$ cat src/shared/usb_global_irq_status_pkg.sv
package usb_global_irq_status_pkg;

  // ************************************************************
  // register map, byte offsets on the 8-bit register port
  // ************************************************************
  localparam int         REG_ADDR_W = 8;
  localparam logic [7:0] OFF_CONTROL = 8'h00;
  localparam logic [7:0] OFF_IRQ_EN  = 8'h02;
  localparam logic [7:0] OFF_ADDRESS = 8'h03;
  localparam logic [7:0] OFF_MISC_ST = 8'h05;
  localparam logic [7:0] OFF_FLAGS   = 8'h06;
  localparam logic [7:0] OFF_XFER_ST = 8'h07;
  localparam logic [7:0] OFF_RX_LEN  = 8'h08;

  // ************************************************************
  // field positions and reset values
  // ************************************************************
  localparam int BIT_HOST_SELECT = 7;   // control register
  localparam int BIT_AUTO_PAUSE  = 3;   // control register
  localparam int BIT_DEV_FRAME   = 7;   // enable / hidden pending
  localparam int BIT_DEV_NAK     = 6;
  localparam int BIT_OVERFLOW    = 4;
  localparam int BIT_HOST_FRAME  = 3;
  localparam int BIT_SUSPEND     = 2;
  localparam int BIT_XFER_DONE   = 1;
  localparam int BIT_ATTACH      = 0;   // also bus reset in device mode
  localparam int BIT_TOGGLE      = 6;   // flags and transaction status
  localparam int BIT_IDLE        = 5;   // misc status and flags mirror
  localparam int BIT_SETUP       = 7;   // transaction status
  localparam int FLAG_W          = 5;   // sticky flags at bits 4..0

  localparam logic [7:0] CONTROL_RESET  = 8'h00;
  localparam logic [7:0] CONTROL_MASK   = 8'h88;
  localparam logic [7:0] IRQ_EN_RESET   = 8'h00;
  localparam logic [7:0] IRQ_EN_MASK    = 8'hDF;  // bit 5 reserved
  localparam logic [7:0] ADDRESS_RESET  = 8'h00;
  localparam logic [7:0] RX_LEN_RESET   = 8'h00;
  localparam logic [3:0] NIBBLE_RESET   = 4'h0;

  // ************************************************************
  // token codes of the current transaction
  // ************************************************************
  localparam logic [1:0] TOKEN_OUT   = 2'h0;
  localparam logic [1:0] TOKEN_FRAME = 2'h1;
  localparam logic [1:0] TOKEN_IN    = 2'h2;
  localparam logic [1:0] TOKEN_IDLE  = 2'h3;

  // live levels from the protocol engine
  typedef struct packed {
    logic frame_pending;
    logic frame_sending;
    logic engine_idle;
    logic rx_fifo_nonempty;
    logic bus_in_reset;
    logic bus_suspended;
    logic minus_line_level;
    logic device_attached;
  } engine_status_t;

  // one-cycle event pulses from the protocol engine
  typedef struct packed {
    logic frame_rx;
    logic nak_rx;
    logic overflow;
    logic host_frame_done;
    logic suspend_wake;
    logic xfer_done;
    logic attach_change;
    logic bus_reset;
    logic setup_done;
  } engine_events_t;

  // transaction results, valid beside xfer_done
  typedef struct packed {
    logic [1:0] current_token;
    logic [3:0] current_endpoint;
    logic [3:0] host_response_pid;
    logic       toggle_match;
    logic       nak_sent;
    logic [7:0] rx_len;
  } xfer_info_t;

endpackage

$ cat src/rtl/usb_global_irq_status.sv
// Chosen here: the register addresses and the address-and-strobe port.
`timescale 1ns/1ns

// What this block does
// - device mode, enable bit 7 gates frame-received, bit 6 NAK-received interrupt.
// - enable bit 4 gates overflow, bit 3 host frame timing; bit 5 reads zero.
// - enable bit 2 gates suspend/wakeup, bit 1 transfer done; enables reset to zero.
// - enable bit 0 gates attach/detach in host mode, bus reset in device mode.
// - address register holds 7-bit address plus free user flag, all read/write.
// - host mode, status bits 7/6 show frame pending and frame being sent.
// - status bit 5 shows engine idle, mirrored at flag bit 5.
// - status bit 4 shows receive FIFO not empty.
// - status bit 3 shows live bus reset state.
// - status bit 2 shows bus suspended.
// - host mode, status bit 1 holds minus-line level captured at connect.
// - host mode, status bit 0 shows device attached.
// - device mode, flag bit 7 shows current transfer answered with NAK.
// - bit 6 of flags and transaction status shows toggle matched.
// - flag bits 4..1 set on their events (bit 3 in host mode only), cleared by writing one.
// - flag bit 0 set on attach change (host) or bus reset (device).
// - device mode, setup received sets bit 7 and leaves toggle, token, endpoint, length unchanged.
// - device mode token field: 00 out, 01 frame, 10 in, 11 idle.
// - bits 3..0 hold endpoint in device mode, response PID in host mode.
// - host mode response field holds handshake or data PID returned.
// - receive length register reports bytes received in current transaction.
// - host select bit picks host (1) or device (0) meaning.
// - auto pause with transfer flag set forces NAK or holds host transfers.
module usb_global_irq_status
(
  input  wire logic                                          sys_clk_in,
  input  wire logic                                          reset_n_in,
  input  wire logic [usb_global_irq_status_pkg::REG_ADDR_W-1:0] reg_addr_in,
  input  wire logic [7:0]                                    reg_wdata_in,
  input  wire logic                                          reg_write_in,
  input  wire logic                                          reg_read_in,
  input  wire usb_global_irq_status_pkg::engine_status_t     status_in,
  input  wire usb_global_irq_status_pkg::engine_events_t     events_in,
  input  wire usb_global_irq_status_pkg::xfer_info_t         xfer_in,
  output logic [7:0]                                         reg_rdata_out,
  output logic                                               irq_out,
  output logic                                               host_select_out,
  output logic                                               force_nak_out,
  output logic                                               hold_xfer_out
);

  // ************************************************************
  // address decode
  // ************************************************************
  function automatic logic hit(input logic [7:0] addr, input logic [7:0] off);
    hit = (addr == off);
  endfunction

  logic [7:0]                                   control;
  logic [7:0]                                   irq_enable;
  logic [7:0]                                   address;
  logic [usb_global_irq_status_pkg::FLAG_W-1:0] flags;
  logic                                         dev_frame_pend;
  logic                                         dev_nak_pend;
  logic [1:0]                                   current_token;
  logic [3:0]                                   current_endpoint;
  logic [3:0]                                   host_response_pid;
  logic                                         toggle_match;
  logic                                         nak_sent;
  logic                                         setup_received;
  logic [7:0]                                   rx_len;
  logic                                         attach_prev;
  logic                                         minus_level_cap;
  logic [7:0]                                   reg_rdata;

  wire wr_control = reg_write_in && hit(reg_addr_in, usb_global_irq_status_pkg::OFF_CONTROL);
  wire wr_irq_en  = reg_write_in && hit(reg_addr_in, usb_global_irq_status_pkg::OFF_IRQ_EN);
  wire wr_address = reg_write_in && hit(reg_addr_in, usb_global_irq_status_pkg::OFF_ADDRESS);
  wire wr_flags   = reg_write_in && hit(reg_addr_in, usb_global_irq_status_pkg::OFF_FLAGS);

  // mode bits
  wire host_select = control[usb_global_irq_status_pkg::BIT_HOST_SELECT];
  wire auto_pause  = control[usb_global_irq_status_pkg::BIT_AUTO_PAUSE];

  // ************************************************************
  // event flags
  // ************************************************************
  // bit 0 is shared: attach change in host mode, bus reset in device mode
  wire [usb_global_irq_status_pkg::FLAG_W-1:0] flag_set =
  {
    events_in.overflow,
    events_in.host_frame_done & host_select,
    events_in.suspend_wake,
    events_in.xfer_done,
    host_select ? events_in.attach_change : events_in.bus_reset
  };
  wire [usb_global_irq_status_pkg::FLAG_W-1:0] flag_clr =
    wr_flags ? reg_wdata_in[usb_global_irq_status_pkg::FLAG_W-1:0] : '0;
  // set wins over a clear in the same cycle so no event is lost
  wire [usb_global_irq_status_pkg::FLAG_W-1:0] next_flags =
    (flags & ~flag_clr) | flag_set;

  wire xfer_clear = flag_clr[usb_global_irq_status_pkg::BIT_XFER_DONE];
  wire dev_frame_clr = wr_flags && reg_wdata_in[usb_global_irq_status_pkg::BIT_DEV_FRAME];
  wire dev_nak_clr   = wr_flags && reg_wdata_in[usb_global_irq_status_pkg::BIT_DEV_NAK];
  wire next_dev_frame_pend =
    (dev_frame_pend & ~dev_frame_clr) | (events_in.frame_rx & ~host_select);
  wire next_dev_nak_pend =
    (dev_nak_pend & ~dev_nak_clr) | (events_in.nak_rx & ~host_select);

  // ************************************************************
  // transaction capture
  // ************************************************************
  // a setup completion must not disturb the token-side fields
  wire capture = events_in.xfer_done & ~events_in.setup_done;
  // first transfer-flag clear retires the token, the next one the setup
  wire token_retire = xfer_clear && !capture;
  wire setup_retire = xfer_clear && current_token == usb_global_irq_status_pkg::TOKEN_IDLE;
  wire next_setup_received =
    (setup_received & ~setup_retire) | (events_in.setup_done & ~host_select);
  wire attach_rise = status_in.device_attached & ~attach_prev;

  // ************************************************************
  // read views
  // ************************************************************
  wire [7:0] pending_vec =
  {
    dev_frame_pend,
    dev_nak_pend,
    1'b0,
    flags
  };
  wire [7:0] misc_view =
  {
    host_select & status_in.frame_pending,
    host_select & status_in.frame_sending,
    status_in.engine_idle,
    status_in.rx_fifo_nonempty,
    status_in.bus_in_reset,
    status_in.bus_suspended,
    host_select & minus_level_cap,
    host_select & status_in.device_attached
  };
  wire [7:0] flags_view =
  {
    ~host_select & nak_sent,
    toggle_match,
    status_in.engine_idle,
    flags
  };
  // low nibble swaps meaning with the mode
  wire [3:0] low_nibble = host_select ? host_response_pid : current_endpoint;
  wire [7:0] xfer_view =
  {
    setup_received,
    toggle_match,
    current_token,
    low_nibble
  };

  wire [7:0] rd_mux =
    hit(reg_addr_in, usb_global_irq_status_pkg::OFF_CONTROL) ? control    :
    hit(reg_addr_in, usb_global_irq_status_pkg::OFF_IRQ_EN)  ? irq_enable :
    hit(reg_addr_in, usb_global_irq_status_pkg::OFF_ADDRESS) ? address    :
    hit(reg_addr_in, usb_global_irq_status_pkg::OFF_MISC_ST) ? misc_view  :
    hit(reg_addr_in, usb_global_irq_status_pkg::OFF_FLAGS)   ? flags_view :
    hit(reg_addr_in, usb_global_irq_status_pkg::OFF_XFER_ST) ? xfer_view  :
    hit(reg_addr_in, usb_global_irq_status_pkg::OFF_RX_LEN)  ? rx_len     :
    8'h00;
  wire [7:0] next_rdata = reg_read_in ? rd_mux : 8'h00;

  // ************************************************************
  // outputs
  // ************************************************************
  // device-mode enables only count while in device mode
  wire [7:0] mode_gate = host_select ? 8'h3F : 8'hFF;
  assign irq_out         = |(irq_enable & pending_vec & mode_gate);
  assign host_select_out = host_select;
  wire   xfer_unacked    = auto_pause & flags[usb_global_irq_status_pkg::BIT_XFER_DONE];
  assign force_nak_out   = xfer_unacked & ~host_select;
  assign hold_xfer_out   = xfer_unacked & host_select;
  assign reg_rdata_out   = reg_rdata;

  // software registers; reserved enable bit kept at zero
  always_ff @(posedge sys_clk_in or negedge reset_n_in)
  begin
    if (!reset_n_in)
    begin
      control    <= usb_global_irq_status_pkg::CONTROL_RESET;
      irq_enable <= usb_global_irq_status_pkg::IRQ_EN_RESET;
      address    <= usb_global_irq_status_pkg::ADDRESS_RESET;
    end
    else
    begin
      if (wr_control)
        control <= reg_wdata_in & usb_global_irq_status_pkg::CONTROL_MASK;
      if (wr_irq_en)
        irq_enable <= reg_wdata_in & usb_global_irq_status_pkg::IRQ_EN_MASK;
      if (wr_address)
        address <= reg_wdata_in;
    end
  end

  // sticky flags and hidden device-mode pending bits
  always_ff @(posedge sys_clk_in or negedge reset_n_in)
  begin
    if (!reset_n_in)
    begin
      flags          <= '0;
      dev_frame_pend <= 1'b0;
      dev_nak_pend   <= 1'b0;
      setup_received <= 1'b0;
    end
    else
    begin
      flags          <= next_flags;
      dev_frame_pend <= next_dev_frame_pend;
      dev_nak_pend   <= next_dev_nak_pend;
      setup_received <= next_setup_received;
    end
  end

  // transaction results, held until the next non-setup completion; the token goes idle on a transfer-flag clear
  always_ff @(posedge sys_clk_in or negedge reset_n_in)
  begin
    if (!reset_n_in)
    begin
      current_token     <= usb_global_irq_status_pkg::TOKEN_IDLE;
      current_endpoint  <= usb_global_irq_status_pkg::NIBBLE_RESET;
      host_response_pid <= usb_global_irq_status_pkg::NIBBLE_RESET;
      toggle_match      <= 1'b0;
      nak_sent          <= 1'b0;
      rx_len            <= usb_global_irq_status_pkg::RX_LEN_RESET;
    end
    else if (capture)
    begin
      current_token     <= xfer_in.current_token;
      current_endpoint  <= xfer_in.current_endpoint;
      host_response_pid <= xfer_in.host_response_pid;
      toggle_match      <= xfer_in.toggle_match;
      nak_sent          <= xfer_in.nak_sent;
      rx_len            <= xfer_in.rx_len;
    end
    else if (token_retire)
      current_token <= usb_global_irq_status_pkg::TOKEN_IDLE;
  end

  // minus-line level caught on the attach edge, read data register
  always_ff @(posedge sys_clk_in or negedge reset_n_in)
  begin
    if (!reset_n_in)
    begin
      attach_prev     <= 1'b0;
      minus_level_cap <= 1'b0;
      reg_rdata       <= 8'h00;
    end
    else
    begin
      attach_prev <= status_in.device_attached;
      if (attach_rise)
        minus_level_cap <= status_in.minus_line_level;
      reg_rdata <= next_rdata;
    end
  end
endmodule

$ cat config.mk
export PLATFORM = sky130hd
export DESIGN_NAME = usb_global_irq_status
export DESIGN_NICKNAME = d
export VERILOG_FILES = /design/src/shared/usb_global_irq_status_pkg.sv /design/src/rtl/usb_global_irq_status.sv
export SDC_FILE = /design/constraint.sdc
export NUM_CORES = 1
export LEC_CHECK = 0
export ABC_CLOCK_PERIOD_IN_PS = 3800
export BUFFER_PORTS_ARGS = -buffer_cell sky130_fd_sc_hd__buf_2
export CAP_MARGIN = 20
export CORE_MARGIN = 2
export CORE_UTILIZATION = 30
export CTS_CLUSTER_DIAMETER = 60
export CTS_CLUSTER_SIZE = 25
export DETAILED_ROUTE_END_ITERATION = 10
export HOLD_SLACK_MARGIN = 0.12
export PLACE_DENSITY_LB_ADDON = 0.05
export SKIP_CTS_REPAIR_TIMING = 1
export SLEW_MARGIN = 20
export SYNTH_ARGS = -nofsm -noshare
export SYNTH_HDL_FRONTEND = slang
export SYNTH_SLANG_ARGS = --single-unit
$ cat constraint.sdc
create_clock -name sys_clk_in -period 3.8 [get_ports sys_clk_in]
set_input_delay 0.38 -clock sys_clk_in [delete_from_list [all_inputs] [get_ports sys_clk_in]]
set_output_delay 0.38 -clock sys_clk_in [all_outputs]
set_load 0.03 [all_outputs]
# Word-level counts from Yosys, hierarchy flattened
# Index checks and enable logic that the tools add are counted.
# word_totals
regBits	55
wordCells	80
out_inout_bits	12
# op_classes
eq_ne	7
mux	14
n_reduce_logical	12
n_bitwise	31
# ops
operator	count
$mux W8	9
$eq A8 B3 Y1 const B	3
$and A1 B1 Y1	17
$and A8 B8 Y8	2
$eq A8 B2 Y1 const B	2
$eq A8 B4 Y1 const B	1
$logic_and A1 B1 Y1	8
$logic_not A8 Y1	1
$reduce_or A8 Y1	1
$not A1 Y1	6
$and A5 B5 Y5	1
$mux W5	1
$not A5 Y5	1
$or A5 B5 Y5	1
$mux W2	2
$mux W4	1
$or A1 B1 Y1	3
$eq A2 B2 Y1 const B	1
$reduce_bool A2 Y1	1
$logic_not A1 Y1	1
$mux W1	1

# Longest topological paths before layout
# depth
word_depth	9
mapped_depth	6
mapped_depth_nobuf	4

# Least setup slack after synthesis
# Ideal clock, no wire load.
# synth_timing
path_kind	input port to flip-flop
startpoint	in reg_addr_in[5] in the netlist's numbering
endpoint	reg reg_rdata[7], in the netlist reg_rdata_out[7]
stages	5
arrival_ns	1.758
path_buffers	1
required_ns	3.665
setup_ns	0.135
setup_slack_ns	1.908
path_cell_list	or4_1 > buf_4 > or4_4 > o211ai_1 > o211ai_1
# synth_between
elab_chain_len	9
# synth_lines
element	line_no	rtl
start: declaration	usb_global_irq_status.sv:32	input wire logic [usb_global_irq_status_pkg::REG_ADDR_W-1:0] reg_addr_in,
$eq A8 B4 Y1	usb_global_irq_status.sv:50	hit = (addr == off);
$mux W8	usb_global_irq_status.sv:162	hit(reg_addr_in, usb_global_irq_status_pkg::OFF_RX_LEN) ? rx_len :
$mux W8	usb_global_irq_status.sv:161	hit(reg_addr_in, usb_global_irq_status_pkg::OFF_XFER_ST) ? xfer_view :
$mux W8	usb_global_irq_status.sv:160	hit(reg_addr_in, usb_global_irq_status_pkg::OFF_FLAGS) ? flags_view :
$mux W8	usb_global_irq_status.sv:159	hit(reg_addr_in, usb_global_irq_status_pkg::OFF_MISC_ST) ? misc_view :
$mux W8	usb_global_irq_status.sv:158	hit(reg_addr_in, usb_global_irq_status_pkg::OFF_ADDRESS) ? address :
$mux W8	usb_global_irq_status.sv:157	hit(reg_addr_in, usb_global_irq_status_pkg::OFF_IRQ_EN) ? irq_enable :
$mux W8 *	usb_global_irq_status.sv:156	hit(reg_addr_in, usb_global_irq_status_pkg::OFF_CONTROL) ? control :
$mux W8 *	usb_global_irq_status.sv:164	wire [7:0] next_rdata = reg_read_in ? rd_mux : 8'h00;
named net next_rdata[7]	usb_global_irq_status.sv:164	
end signal: assignment	usb_global_irq_status.sv:256	reg_rdata <= next_rdata;
end: declaration	usb_global_irq_status.sv:68	logic [7:0] reg_rdata;
# Mark *: on every way through the listed nets, which the timed path passes. The rest lies on a longest branch.
# A chain may end at the register's enable or synchronous reset.

# Worst setup path in the final report
# layout_timing
startpoint	reg control[7]
endpoint	out hold_xfer_out
# layout_between
elab_chain_len	1
# layout_lines
element	line_no	rtl
start: declaration	usb_global_irq_status.sv:53	logic [7:0] control;
start signal: assignment	usb_global_irq_status.sv:183	control <= usb_global_irq_status_pkg::CONTROL_RESET;
start signal: assignment	usb_global_irq_status.sv:190	control <= reg_wdata_in & usb_global_irq_status_pkg::CONTROL_MASK;
$and A1 B1 Y1	usb_global_irq_status.sv:175	assign hold_xfer_out = xfer_unacked & host_select;
end: declaration	usb_global_irq_status.sv:43	output logic hold_xfer_out
# Every way passes these cells.

==> flow_metrics.py <==
metrics = {
    "status": {
        "status": "finished, final reports clean",
    },
    "setup_path": {
        "end_kind": "primary output",
        "crit_slowest_cell": "dfrtp_1",
        "path_class": "register to primary output",
        "path_max_fanout": 17,
        "crit_chain": "inv_1 > nor2_1 > buf_2",
        "cp_num_buf_inv": 2,
        "r2r_setup_slack_ns": 1.83,
        "worstPathRequired_ns": 3.42,
        "r2r_end": "reg_rdata_out[1]",
        "critPathMaxStageDelay_ns": 0.85,
        "reg2reg_from": "control[7]",
        "start_kind": "register",
        "r2r_cells": 4,
        "path_delay_family": "flip-flops",
        "cp.arrival_ns": 1.82,
    },
    "logic_synthesis": {
        "synth_seq_area_share_pct": 48.63,
        "synth_top_area_cell": "dfrtp_1",
        "yosysWarnings": 0,
        "syn_nets": 345,
        "syn_avg_cell_area_um2": 9.845,
        "synth-seq-cells": 55,
        "netlist_area_um2": 2835,
        "synth_area_leaders": "dfrtp_1 47%, nand2_1 9.8%, mux2_2 4.4%",
        "synthArstFlopShare_pct": 100.0,
        "synth_edf_count": 0,
        "synth_ff_type": "dfrtp_1",
        "syn_inst": 288,
        "ys_types": 55,
        "netlist.area_leader.share_pct": 46.78,
    },
    "global_routing": {
        "grt_start_max_net_pins": 36,
        "grt_pass1_wl_um": 13230,
        "grt_pass1_vias": 2379,
        "grt_overflow": 0,
        "grt.total_usage_pct": 16.99,
        "antenna_found_initial": 0,
    },
    "floorplan": {
        "io_pins": 69,
        "dieArea_um2": 10240,
        "fp.dieW_um": 101.2,
        "core_area_um2": 9196,
        "initial_core_util_pct": 30.83,
        "chipHeight_um": 101.2,
        "rows": 35,
    },
    "placement": {
        "dp_hpwl_um": 6392,
        "postPlaceCellArea_um2": 3266,
        "place_congestion": 0.8476,
        "io_buffers": 68,
    },
    "sta": {
        "fin_crit_sh_pct": 57.93,
        "fin_setup_tns_ns": 0,
        "relSlewSlack_pct": 46.11,
        "finalClockSkew_ns": 0.009732,
        "max_freq_mhz": 454.3,
        "setup_viol": 0,
        "finalHoldViolCount": 0,
        "tightestPinTransition_ns": 0.8084,
        "min_period_ns": 2.201,
        "rsz0062_at_grt": "false",
        "final-max-slew-violation-count": 0,
    },
    "clock_tree": {
        "htree_num_levels": 2,
        "cts.sinks": 55,
        "clk_pin_slew_ns": 0.11,
        "cts-root-buf": "clkbuf_8",
        "cts_tree": "built",
        "clkLatencyLatePin_ns": 0.31,
        "cts_made_buffers": 5,
        "clockBufferDepth": 2,
    },
    "cells_and_area": {
        "fin_area_um2": 3364,
        "synthToLayoutAreaGrowth_pct": 18.67,
        "fill_cells": 999,
        "drive_above_1_share_pct": 28.86,
        "layout_common_cells": "74 x nand2_1, 68 x buf_2, 53 x dfrtp_1",
        "final_common_cell": "nand2_1",
        "nets": 406,
        "insertedDiodeCount": 0,
    },
    "power": {
        "total_power_mw": 1.195,
        "vdd_drop_max_uv": 148.4,
        "p_leak_nw": 1.617,
        "p_per_area_nw_per_um2": 355.1,
    },
    "route": {
        "avgViaCountPerCell": 5.193,
        "drtIter0Drc": 144,
        "wl_per_cell_um": 18.60,
        "drc_errors": 0,
        "drt_wl_total_um": 8575,
        "drt_pass1_iterations": 7,
        "antenna_left": 0,
        "vias": 2394,
    },
    "run": {
        "cap_violations": 0,
    },
    "hold_path": {
        "hold_path.class": "input port to asynchronous set/reset pin",
    },
}
==> final cells by class <==
cell class,instances,area (µm²),share of cell area [%]
sequential,55,1379,40.98
multi-input combinational,209,1359,40.39
clock inverter,2,16.27,0.4835
timing repair buffer,71,362.8,10.78
tap,111,138.9,4.128
inverter,7,26.28,0.7810
clock buffer,6,82.58,2.454
==> cells in the mapped netlist, drive strengths merged (3+ instances only) <==
| master | count |
|---|---|
| nand2b | 4 |
| clkbuf | 12 |
| nor2 | 9 |
| a21o | 4 |
| dfrtp | 53 |
| a221o | 4 |
| inv | 7 |
| a211oi | 4 |
| o211ai | 7 |
| a21oi | 14 |
| nor2b | 9 |
| a22o | 3 |
| o21ai | 7 |
| mux2 | 21 |
| nand2 | 74 |
| buf | 5 |
| nand3 | 5 |
| nand4 | 4 |
==> power by group <==
part           total [mW]  switching (mW)  internal (mW)  leakage [nW]
sequential          0.662          0.0332          0.629         0.686
combinational       0.174           0.104         0.0701         0.883
clock               0.359           0.209          0.150        0.0474
total                1.19           0.346          0.848          1.62
==> worst max path at each step <==
stage | startpoint | to | cells past startpoint
finish | control[7] | hold_xfer_out | 3
global route | control[7] | hold_xfer_out | 3
CTS | control[7] | hold_xfer_out | 3
detailed placement | reg_addr_in[5] | reg_rdata_out[7] | 5
global placement | reg_addr_in[5] | reg_rdata_out[7] | 5
floorplan | reg_addr_in[5] | reg_rdata_out[7] | 5
==> worst reg2reg max path, cell delays in order (launching register included) <==
cell,delay [ns]
dfrtp_1,0.85
mux2_2,0.31
nand3_1,0.10
a221o_1,0.35
a211oi_1,0.26
==> cell families after synthesis <==
logic type,share of synthesized area [%]
simple gates,23.57
mux,8.694
compound gates,15.67
buf+inv,3.442
flops,48.63
==> state kept, by name, indices dropped and copies added (netlist names), 4 cells and up <==
name / count
address: 8
reg_rdata_out: 8
rx_len: 8
irq_enable: 7
flags: 5
current_endpoint: 4
host_response_pid: 4
==> stage by stage <==
| stage | hold WS [ns] | util, % | worst slack (ns) | instances |
|---|---|---|---|---|
| 3_3_place_gp | 0.4520 | 35.51 | 1.559 | 453 |
| 4_1_cts | 0.1753 | 36.59 | 1.518 | 461 |
| 3_5_place_dp | 0.4569 | 35.51 | 1.568 | 453 |
| 5_1_grt | 0.2006 | 36.59 | 1.472 | 461 |
| 6_report | 0.1478 | 36.59 | 1.599 | 461 |
| 2_1_floorplan | 0.08441 | - | 1.908 | 288 |
==> per-layer routing <==
layer  up-vias  global-route usage, %  part of all wire, %
li1       1152                      -                    -
met1      1166                  25.17                   49
met2        74                  26.64                   45
met3         2                  2.761                  6.1
met4         0                  2.807                 0.38
met5         -                      0                    0
Note: power is estimated with default switching activity, not from simulation.
